### config.mk
export PLATFORM = sky130hd
export DESIGN_NAME = mph_ctrl
export DESIGN_NICKNAME = d
export VERILOG_FILES = /design/src/mph_pkg.sv /design/src/mph_ctrl.sv
export SDC_FILE = /design/constraint.sdc
export NUM_CORES = 1
export LEC_CHECK = 0
export BUFFER_PORTS_ARGS = -buffer_cell sky130_fd_sc_hd__buf_4
export CORE_AREA = 2 2 159 99
export DETAILED_ROUTE_END_ITERATION = 12
export DIE_AREA = 0 0 161 101
export GPL_TIMING_DRIVEN = 0
export PLACE_DENSITY_LB_ADDON = 0.2
export SLEW_MARGIN = 20
export SYNTH_ARGS = -nofsm -noshare
export SYNTH_HDL_FRONTEND = slang
export SYNTH_SLANG_ARGS = --single-unit
### constraint.sdc
create_clock -name clk_sys -period 2.9 [get_ports clk_sys]
set_clock_uncertainty 0.05 [all_clocks]
set_input_delay 0.29 -clock clk_sys [delete_from_list [all_inputs] [get_ports clk_sys]]
set_output_delay 0.29 -clock clk_sys [all_outputs]
set_load 0.01 [all_outputs]
### src/mph_pkg.sv
/*
  Package for the mode 0 port handshake controller: register offsets,
  control field positions, reset values, timing constants and carriers.
  Assumes a single 100 MHz system clock and an AXI4-Lite register bus.
*/
package mph_pkg;

  // ----------------------------------------------------------------
  // Register map (byte addresses)
  // ----------------------------------------------------------------
  localparam logic [7:0] MPH_OFF_A_CTRL = 8'h00;
  localparam logic [7:0] MPH_OFF_B_CTRL = 8'h04;
  localparam logic [7:0] MPH_OFF_GEN    = 8'h08;
  localparam logic [7:0] MPH_OFF_STATUS = 8'h0c;
  localparam logic [7:0] MPH_OFF_DATA_A = 8'h10;
  localparam logic [7:0] MPH_OFF_DATA_B = 8'h14;
  localparam logic [7:0] MPH_OFF_DDR_A  = 8'h18;
  localparam logic [7:0] MPH_OFF_DDR_B  = 8'h1c;

  // ----------------------------------------------------------------
  // Control field positions and encodings
  // ----------------------------------------------------------------
  localparam int MPH_SUB_HI   = 7;
  localparam int MPH_SUB_LO   = 6;
  localparam int MPH_HS_HI    = 5;
  localparam int MPH_HS_LO    = 3;
  localparam int MPH_AUX_IE   = 2;
  localparam int MPH_SVC_EN   = 1;
  localparam int MPH_STAT_SEL = 0;
  localparam logic [1:0] MPH_SUB_IN  = 2'h0;
  localparam logic [1:0] MPH_SUB_OUT = 2'h1;
  localparam logic [2:0] MPH_HS_NEG   = 3'h4;
  localparam logic [2:0] MPH_HS_ASRT  = 3'h5;
  localparam logic [2:0] MPH_HS_ILOCK = 3'h6;
  localparam logic [2:0] MPH_HS_PULSE = 3'h7;
  // General register bits: transfer enables
  localparam int MPH_GEN_EN_A = 4;
  localparam int MPH_GEN_EN_B = 5;
  // Status register bits per port: latch status, aux status
  localparam int MPH_ST_LAT_A = 0;
  localparam int MPH_ST_AUX_A = 1;
  localparam int MPH_ST_LAT_B = 2;
  localparam int MPH_ST_AUX_B = 3;

  localparam logic [7:0] MPH_CTRL_RST = 8'h00;
  localparam logic [7:0] MPH_GEN_RST  = 8'h00;

  // ----------------------------------------------------------------
  // Timing
  // ----------------------------------------------------------------
  localparam int MPH_CLK_MHZ        = 100;
  localparam int MPH_ASSERT_DLY_CYC = 2;
  localparam int MPH_PULSE_CYC      = 4;

  // ----------------------------------------------------------------
  // Carriers
  // ----------------------------------------------------------------
  typedef struct packed {
    logic       strobe_in;
    logic       aux_in;
  } mph_pin_in_t;

  typedef struct packed {
    logic [7:0] data_out;
    logic [7:0] data_oe_n;
    logic       aux_out;
    logic       aux_oe_n;
  } mph_pin_out_t;

  typedef struct packed {
    logic       service_request;
    logic       aux_irq;
  } mph_req_t;

endpackage

### src/mph_ctrl.sv
/*
  Mode 0 port handshake controller, two independent 8-bit ports.
  Holds control, general, status, data and direction registers behind
  an AXI4-Lite slave, the double-buffered output path, the second
  handshake pin logic and the request gating.
  Assumes pin inputs are asynchronous and are synchronised here.
*/
// Operation
// - Bits 7:6 select submode; 00 is input
// - Control 0XX: aux pin edge input, sets status
// - 100 negated, 101 asserted, status clear
// - 110 interlocked, 111 pulsed, status clear
// - Bit 2 gates aux status interrupt
// - Bit 1 gates service request from latch status
// - Input submode: status shows unread input data
// - Port B uses identical field layout
// - Submode 01: double-buffered output, strobe accepts
// - Status select 0: either latch accepts data
// - Status select 1: both latches empty
// - Aux status set on edge, cleared three ways
// - Handshake asserts two cycles after transfer
// - Hold data until strobe, then negate, advance
// - Strobe ignored while handshake output negated
// - Handshake negated while transfer enable clear
// - Pulsed handshake lasts at most four cycles
// - Input-direction pins latch data, buffers off
// - Bit 0 selects output status interpretation
`timescale 1ns/1ps
`default_nettype none
module mph_ctrl
  import mph_pkg::*;
(
  input  wire logic         clk_sys,
  input  wire logic         rstn,
  input  wire logic [7:0]   s_axi_awaddr,
  input  wire logic         s_axi_awvalid,
  output logic              s_axi_awready,
  input  wire logic [31:0]  s_axi_wdata,
  input  wire logic [3:0]   s_axi_wstrb,
  input  wire logic         s_axi_wvalid,
  output logic              s_axi_wready,
  output logic [1:0]        s_axi_bresp,
  output logic              s_axi_bvalid,
  input  wire logic         s_axi_bready,
  input  wire logic [7:0]   s_axi_araddr,
  input  wire logic         s_axi_arvalid,
  output logic              s_axi_arready,
  output logic [31:0]       s_axi_rdata,
  output logic [1:0]        s_axi_rresp,
  output logic              s_axi_rvalid,
  input  wire logic         s_axi_rready,
  input  wire mph_pin_in_t  pin_a_in,
  input  wire mph_pin_in_t  pin_b_in,
  input  wire logic [7:0]   port_a_data_in,
  input  wire logic [7:0]   port_b_data_in,
  output mph_pin_out_t      pin_a_out,
  output mph_pin_out_t      pin_b_out,
  output mph_req_t          req_a,
  output mph_req_t          req_b
);

  // ----------------------------------------------------------------
  // State
  // ----------------------------------------------------------------
  typedef struct packed {
    logic [7:0]  ctrl;
    logic [7:0]  ddr;
    logic [7:0]  il;        // initial latch (output) or second input
    logic [7:0]  fl;        // final latch
    logic        il_full;
    logic        fl_full;
    logic        aux_st;
    logic        hs;        // handshake output level
    logic [2:0]  cnt;       // assert delay / pulse length count
    logic        pend;      // delay running toward assertion
    logic [1:0]  sync_s;    // strobe sync
    logic [1:0]  sync_a;    // aux pin sync
    logic        s_prev;
    logic        a_prev;
    logic [7:0]  din_s;     // input data sync, first stage
    logic [7:0]  din_q;     // input data sync, second stage
  } mph_port_t;

  typedef struct packed {
    mph_port_t   pa;
    mph_port_t   pb;
    logic [7:0]  gen;
    logic        aw_hold;
    logic [7:0]  aw_addr;
    logic        w_hold;
    logic [31:0] w_data;
    logic [3:0]  w_strb;
    logic        bvalid;
    logic        rvalid;
    logic [31:0] rdata;
    logic        rerr;
    logic        berr;
  } mph_state_t;

  mph_state_t st_q;
  mph_state_t st_d;

  // Latch status per submode and interpretation
  function automatic logic lat_status(input mph_port_t p);
    if (p.ctrl[MPH_SUB_HI:MPH_SUB_LO] == MPH_SUB_OUT) begin
      if (p.ctrl[MPH_STAT_SEL])
        return !p.il_full && !p.fl_full;
      return !(p.il_full && p.fl_full);
    end
    return p.il_full || p.fl_full;
  endfunction

  function automatic logic addr_known(input logic [7:0] a);
    return a[1:0] == 2'h0 && a <= MPH_OFF_DDR_B;
  endfunction

  // Per-port next-state step; wr/rd flags are bus actions on this port
  function automatic mph_port_t port_step(
    input mph_port_t   p,
    input mph_pin_in_t pin,
    input logic [7:0]  din,
    input logic        en,
    input logic        wr_data,
    input logic [7:0]  wval,
    input logic        rd_data,
    input logic        clr_aux
  );
    mph_port_t n;
    logic      s_edge;
    logic      a_edge;
    logic      hs_mode;
    logic [2:0] hc;
    n       = p;
    n.sync_s = {p.sync_s[0], pin.strobe_in};
    n.sync_a = {p.sync_a[0], pin.aux_in};
    n.s_prev = p.sync_s[1];
    n.a_prev = p.sync_a[1];
    n.din_s  = din;
    n.din_q  = p.din_s;
    // Asserted edge taken as a rising edge of the synchronised pin
    s_edge  = p.sync_s[1] && !p.s_prev;
    a_edge  = p.sync_a[1] && !p.a_prev;
    hc      = p.ctrl[MPH_HS_HI:MPH_HS_LO];
    hs_mode = hc == MPH_HS_ILOCK || hc == MPH_HS_PULSE;
    if (p.ctrl[MPH_SUB_HI:MPH_SUB_LO] == MPH_SUB_OUT) begin
      // Handshake ends on strobe; strobes while negated do nothing
      if (s_edge && p.hs && en) begin
        n.hs      = 1'b0;
        n.fl_full = 1'b0;
      end
      if (hs_mode && p.hs && hc == MPH_HS_PULSE) begin
        n.cnt = p.cnt + 3'h1;
        if (p.cnt == 3'(MPH_PULSE_CYC - 1))
          n.hs = 1'b0;
      end
      // Written data enters the initial latch (also for input pins)
      if (wr_data) begin
        n.il      = wval;
        n.il_full = 1'b1;
      end
      // Advance the queue once the final latch is free
      if (!n.fl_full && p.il_full) begin
        n.fl      = p.il;
        n.fl_full = 1'b1;
        n.il_full = wr_data;
        n.pend    = hs_mode && en;
        n.cnt     = 3'h0;
      end else if (p.pend) begin
        n.cnt = p.cnt + 3'h1;
        if (p.cnt == 3'(MPH_ASSERT_DLY_CYC - 1)) begin
          n.pend = 1'b0;
          n.hs   = 1'b1;
          n.cnt  = 3'h0;
        end
      end
    end else if (p.ctrl[MPH_SUB_HI:MPH_SUB_LO] == MPH_SUB_IN) begin
      // Double-buffered input: strobe captures into the free latch
      if (s_edge && en && !(p.il_full && p.fl_full)) begin
        if (!p.fl_full) begin
          n.fl      = p.din_q;
          n.fl_full = 1'b1;
        end else begin
          n.il      = p.din_q;
          n.il_full = 1'b1;
        end
      end
      // A read that meets a capture moves the new word up, not a stale one
      if (rd_data && p.fl_full) begin
        n.fl      = n.il;
        n.fl_full = n.il_full;
        n.il_full = 1'b0;
      end
      n.hs   = 1'b0;
      n.pend = 1'b0;
    end
    // Aux status: set wins over clear
    if (hc[2]) begin
      n.aux_st = 1'b0;
    end else begin
      if (clr_aux)
        n.aux_st = 1'b0;
      if (a_edge && en)
        n.aux_st = 1'b1;
      if (!en)
        n.aux_st = 1'b0;
    end
    if (!hs_mode || !en) begin
      n.hs   = 1'b0;
      n.pend = 1'b0;
    end
    return n;
  endfunction

  // Output drive for the aux pin; enable low while driving
  function automatic mph_pin_out_t pin_drive(input mph_port_t p, input logic en);
    mph_pin_out_t o;
    logic [2:0]   hc;
    hc          = p.ctrl[MPH_HS_HI:MPH_HS_LO];
    o.data_out  = p.fl;
    o.data_oe_n = ~p.ddr;
    o.aux_oe_n  = !hc[2];
    o.aux_out   = (hc == MPH_HS_ASRT) ? 1'b1 :
                  (hc == MPH_HS_NEG)  ? 1'b0 : p.hs && en;
    return o;
  endfunction

  // ----------------------------------------------------------------
  // Next state
  // ----------------------------------------------------------------
  logic        do_wr;
  logic        do_rd;
  logic [7:0]  wa;
  logic [7:0]  wb;
  logic [31:0] rd;

  always_comb begin
    st_d  = st_q;
    // Take address and data in either order, answer after both
    if (s_axi_awvalid && s_axi_awready) begin
      st_d.aw_hold = 1'b1;
      st_d.aw_addr = s_axi_awaddr;
    end
    if (s_axi_wvalid && s_axi_wready) begin
      st_d.w_hold = 1'b1;
      st_d.w_data = s_axi_wdata;
      st_d.w_strb = s_axi_wstrb;
    end
    do_wr = st_q.aw_hold && st_q.w_hold && !st_q.bvalid;
    do_rd = s_axi_arvalid && s_axi_arready;
    wa    = st_q.aw_addr;
    wb    = st_q.w_data[7:0];
    if (do_wr) begin
      st_d.aw_hold = 1'b0;
      st_d.w_hold  = 1'b0;
      st_d.bvalid  = 1'b1;
      st_d.berr    = !addr_known(wa);
    end
    if (st_q.bvalid && s_axi_bready)
      st_d.bvalid = 1'b0;
    // Port updates; both ports share one layout
    st_d.pa = port_step(st_q.pa, pin_a_in, port_a_data_in,
      st_q.gen[MPH_GEN_EN_A],
      do_wr && st_q.w_strb[0] && wa == MPH_OFF_DATA_A, wb,
      do_rd && s_axi_araddr == MPH_OFF_DATA_A,
      do_wr && st_q.w_strb[0] && wa == MPH_OFF_STATUS && wb[MPH_ST_AUX_A]);
    st_d.pb = port_step(st_q.pb, pin_b_in, port_b_data_in,
      st_q.gen[MPH_GEN_EN_B],
      do_wr && st_q.w_strb[0] && wa == MPH_OFF_DATA_B, wb,
      do_rd && s_axi_araddr == MPH_OFF_DATA_B,
      do_wr && st_q.w_strb[0] && wa == MPH_OFF_STATUS && wb[MPH_ST_AUX_B]);
    // Register writes; submode changes are trusted to software
    if (do_wr && st_q.w_strb[0]) begin
      unique case (wa)
        MPH_OFF_A_CTRL: st_d.pa.ctrl = wb;
        MPH_OFF_B_CTRL: st_d.pb.ctrl = wb;
        MPH_OFF_GEN:    st_d.gen     = wb;
        MPH_OFF_DDR_A:  st_d.pa.ddr  = wb;
        MPH_OFF_DDR_B:  st_d.pb.ddr  = wb;
        default: ;
      endcase
    end
    // Read mux
    rd = 32'h0;
    unique case (s_axi_araddr)
      MPH_OFF_A_CTRL: rd[7:0] = st_q.pa.ctrl;
      MPH_OFF_B_CTRL: rd[7:0] = st_q.pb.ctrl;
      MPH_OFF_GEN:    rd[7:0] = st_q.gen;
      MPH_OFF_STATUS: begin
        rd[MPH_ST_LAT_A] = lat_status(st_q.pa);
        rd[MPH_ST_AUX_A] = st_q.pa.aux_st;
        rd[MPH_ST_LAT_B] = lat_status(st_q.pb);
        rd[MPH_ST_AUX_B] = st_q.pb.aux_st;
      end
      MPH_OFF_DATA_A: rd[7:0] = (st_q.pa.ctrl[MPH_SUB_HI:MPH_SUB_LO] == MPH_SUB_IN)
                                ? st_q.pa.fl : st_q.pa.din_q;
      MPH_OFF_DATA_B: rd[7:0] = (st_q.pb.ctrl[MPH_SUB_HI:MPH_SUB_LO] == MPH_SUB_IN)
                                ? st_q.pb.fl : st_q.pb.din_q;
      MPH_OFF_DDR_A:  rd[7:0] = st_q.pa.ddr;
      MPH_OFF_DDR_B:  rd[7:0] = st_q.pb.ddr;
      default: ;
    endcase
    if (do_rd) begin
      st_d.rvalid = 1'b1;
      st_d.rdata  = rd;
      st_d.rerr   = !addr_known(s_axi_araddr);
    end else if (st_q.rvalid && s_axi_rready) begin
      st_d.rvalid = 1'b0;
    end
  end

  // ----------------------------------------------------------------
  // Registers
  // ----------------------------------------------------------------
  always_ff @(posedge clk_sys or negedge rstn) begin
    if (!rstn) begin
      st_q         <= '0;
      st_q.pa.ctrl <= MPH_CTRL_RST;
      st_q.pb.ctrl <= MPH_CTRL_RST;
      st_q.gen     <= MPH_GEN_RST;
    end else begin
      st_q <= st_d;
    end
  end

  // ----------------------------------------------------------------
  // Outputs
  // ----------------------------------------------------------------
  // One write and one read outstanding; ready held low meanwhile
  assign s_axi_awready = !st_q.aw_hold && !st_q.bvalid;
  assign s_axi_wready  = !st_q.w_hold && !st_q.bvalid;
  assign s_axi_bvalid  = st_q.bvalid;
  assign s_axi_bresp   = st_q.berr ? 2'h2 : 2'h0;
  assign s_axi_arready = !st_q.rvalid;
  assign s_axi_rvalid  = st_q.rvalid;
  assign s_axi_rdata   = st_q.rdata;
  assign s_axi_rresp   = st_q.rerr ? 2'h2 : 2'h0;
  assign pin_a_out     = pin_drive(st_q.pa, st_q.gen[MPH_GEN_EN_A]);
  assign pin_b_out     = pin_drive(st_q.pb, st_q.gen[MPH_GEN_EN_B]);
  // Request gating by control bits 2 and 1
  assign req_a.aux_irq = st_q.pa.aux_st && st_q.pa.ctrl[MPH_AUX_IE];
  assign req_b.aux_irq = st_q.pb.aux_st && st_q.pb.ctrl[MPH_AUX_IE];
  assign req_a.service_request = lat_status(st_q.pa) && st_q.pa.ctrl[MPH_SVC_EN];
  assign req_b.service_request = lat_status(st_q.pb) && st_q.pb.ctrl[MPH_SVC_EN];
endmodule
`default_nettype wire

==> impl_metrics.ini <==
[outcome]
status = finished, final reports clean

[power_and_ir_drop]
power_frac_comb = 0.281
swShare = 0.342
p_leak_nw = 4.62
power.total_mw = 7.55
intPower_mw = 4.97
peakVddDrop_v = 0.000495
p_per_area_mw_per_mm2 = 755
clkPwrFrac = 0.288
power_switching_mw = 2.58
p_seq_frac = 0.431

[synth]
synth.largest_area_cell = dfrtp_1
yosysWarningCount = 0
yosysSeqAreaShare = 0.509
synth.avg_cell_area_sq_um = 10.6
synthFlopType = dfrtp_1
synthTopCellsByArea = dfrtp_1 51%, mux2_2 7.3%, buf_4 4.9%
synth-edff-count = 0
synth_top_area_frac = 0.509
ys_seq_elements = 163
synth.distinct_cells = 64
synth_area_sq_mm = 0.00801
synthArstFlopShare = 1.00
netlist_instances = 752

[sta]
final_hold_viol_count = 0
period_needed_ns = 2.71
period_share = 0.934
tns_ns = 0
setup_viol = 0
slew_violations = 0
max-slew-margin-rel = 0.330
tightest_slew_ns = 1.00
rsz0062_at_grt = no
fmax_ghz = 0.369

[floorplanning]
start_util = 0.538
die_x_um = 161
dieArea_sq_mm = 0.0163
die_y_um = 101
ioPinCount = 160
num_rows = 35
core_area_sq_mm = 0.0149

[drt]
drc = 0
wl_um = 22300
dr_total_vias = 6691
via_per_inst = 5.87
wl_per_cell_um = 19.6
ant_nets = 0
drtPass1Iterations = 5
drtIter0Drc = 649

[setup_path]
path_class = reg -> reg
r2r_setup_slack_ns = 0.19
ff2ff_path_depth = 7
cp_data_required_time_ns = 3.15
cp_max_fo = 10
worstSetupEndpointType = flip-flop
timing.rr.end = st_q[191]
critPathLaunchType = flip-flop
r2r-start = st_q[86]
arrival_ns = 2.96

[grt]
grt_pass1_vias = 6418
grt_pass1_wl_um = 35100
antenna_found_initial = 0
grtUsageTotal = 0.284
overflow = 0
grt_max_degree = 86

[clock_tree]
path_clk_slew_ns = 0.07
ctsHtreeMaxLevel = 4
cts_tree = built
clock-sinks = 163
clk_latency_ns = 0.43
postCtsSetupBuffers = 0
clock-root-buffer = clkbuf_16
numCtsBuffers = 17
clock_path_buffers = 2

[cells_and_area]
layout.nets = 1010
antennaDiodeCount = 0
syn_to_final_growth_pct = 24.9
final_common_cell = dfrtp_1
layout_common_cells = 163 x dfrtp_1, 157 x buf_4, 59 x nand2_1
layout-drive-gt1-share = 0.285

[job]
drv_cap = 0

[placed_design]
portBuffers = 106
gp_congestion = 1.02
hpwl_um = 16200

[hold_path]
worst_hold_path_type = in -> reg
hold_path_end = s_axi_rvalid
hold_depth = 2
min-delay-start = s_axi_rready
state kept, by name, indices dropped and copies added, names as in the netlist:
| register | count |
|---|---|
| wa | 8 |
| st_d | 24 |
| s_axi_rvalid | 1 |
| s_axi_rdata | 8 |
| s_axi_bvalid | 1 |
| st_q | 105 |
| pin_b_out | 8 |
| pin_a_out | 8 |
worst max path at each step:
stage               startpoint         to  slack (ns)  cells past startpoint
CTS                      wa[0]  st_q[205]        0.05                      5
global route             wa[0]  st_q[141]        0.08                      7
detailed placement       wa[0]  st_q[205]        0.09                      5
floorplan                wa[0]  st_q[198]        0.70                      5
global placement     st_q[118]  st_q[131]        0.07                      6
finish                st_q[86]  st_q[191]        0.19                      7
per-layer routing:
| layer | GRT usage | vias to the layer above | part of all wire |
|---|---|---|---|
| li1 | - | 2958 | - |
| met1 | 0.409 | 3280 | 0.44 |
| met2 | 0.418 | 402 | 0.43 |
| met3 | 0.0703 | 51 | 0.11 |
| met4 | 0.107 | 0 | 0.020 |
| met5 | 0 | - | 0 |
metrics by stage:
step | hold WS [ns] | utilization | setup WS [ns] | instances | area (sq um)
2_1_floorplan | -0.0556 | - | 0.697 | 777 | 8100
3_3_place_gp | 0.284 | 0.615 | 0.0719 | 1086 | 9150
3_5_place_dp | 0.279 | 0.617 | 0.0882 | 1087 | 9190
4_1_cts | 0.00363 | 0.670 | 0.0451 | 1140 | 9970
5_1_grt | 0.0308 | 0.672 | 0.0826 | 1140 | 10000
6_report | 0.0126 | 0.672 | 0.190 | 1140 | 10000
power groups by stage:
stage	registers (mW)	clock network [mW]	logic, mW
floorplan	3.05	0	1.34
global placement	3.24	0	1.98
detailed placement	3.27	0	2.06
CTS	3.23	2.20	2.09
global route	3.30	2.28	2.28
finish	3.26	2.17	2.12
Yosys cell counts, types with 2 or more instances:
cell,count
dfrtp_1,163
nand2_1,59
buf_4,52
mux2_2,52
inv_1,44
a21oi_1,42
nor2_1,42
o21ai_0,36
clkbuf_1,31
mux2i_1,29
o2bb2ai_1,18
and2_1,16
nand4_1,12
a22oi_1,10
a32o_1,10
nand3_1,10
o22ai_1,10
a2bb2oi_1,8
and3_1,8
ha_1,6
nor2b_1,6
a21o_1,5
nand2b_1,5
nor3_1,5
a22o_1,4
a31oi_1,4
o21a_1,4
o31ai_1,4
or4_1,4
buf_1,3
nand3b_1,3
nor3_2,3
a21boi_0,2
a21oi_2,2
a311oi_1,2
maj3_1,2
mux4_2,2
nand4b_1,2
nor4_1,2
nor4_2,2
o211a_1,2
o211ai_1,2
o221ai_1,2
o32a_1,2
cells by family (layout without fill, tap and decap cells):
| group | after synthesis | in the layout | synth area share |
|---|---|---|---|
| compound gates | 178 | 178 | 0.155 |
| fa+ha+maj | 8 | 8 | 0.0119 |
| buf+inv | 131 | 291 | 0.0867 |
| flops | 163 | 163 | 0.509 |
| mux | 83 | 83 | 0.115 |
| other cells | 1 | 26 | 0.000468 |
| simple gates | 188 | 188 | 0.121 |
layout make-up:
cell class	instances	area, sq um
fillers	1130	4890
flip-flops and latches	163	4080
multi-input cells	483	3350
repair buffers	129	1050
plain buffers	87	532
clock buffers	18	439
well taps	203	254
clock inverters	13	125
inverters	44	165
worst max-delay path, cell delays in order, from the launching register on:
cell	delay, ns
dfrtp_1	0.33
clkbuf_1	0.31
nand3b_1	0.35
nor3b_2	0.78
nand2_1	0.15
and2_1	0.20
clkbuf_1	0.23
o2bb2ai_1	0.19
what timing repair did:
| action | 4_1_cts | 5_1_grt |
|---|---|---|
| hold buffers | 22 | 0 |
| endpoints found under the hold margin | 105 | 0 |
| gates resized for setup | 0 | 8 |
| endpoints found under the setup margin | 0 | 30 |
No activity file was read; power rests on OpenSTA's default activity.
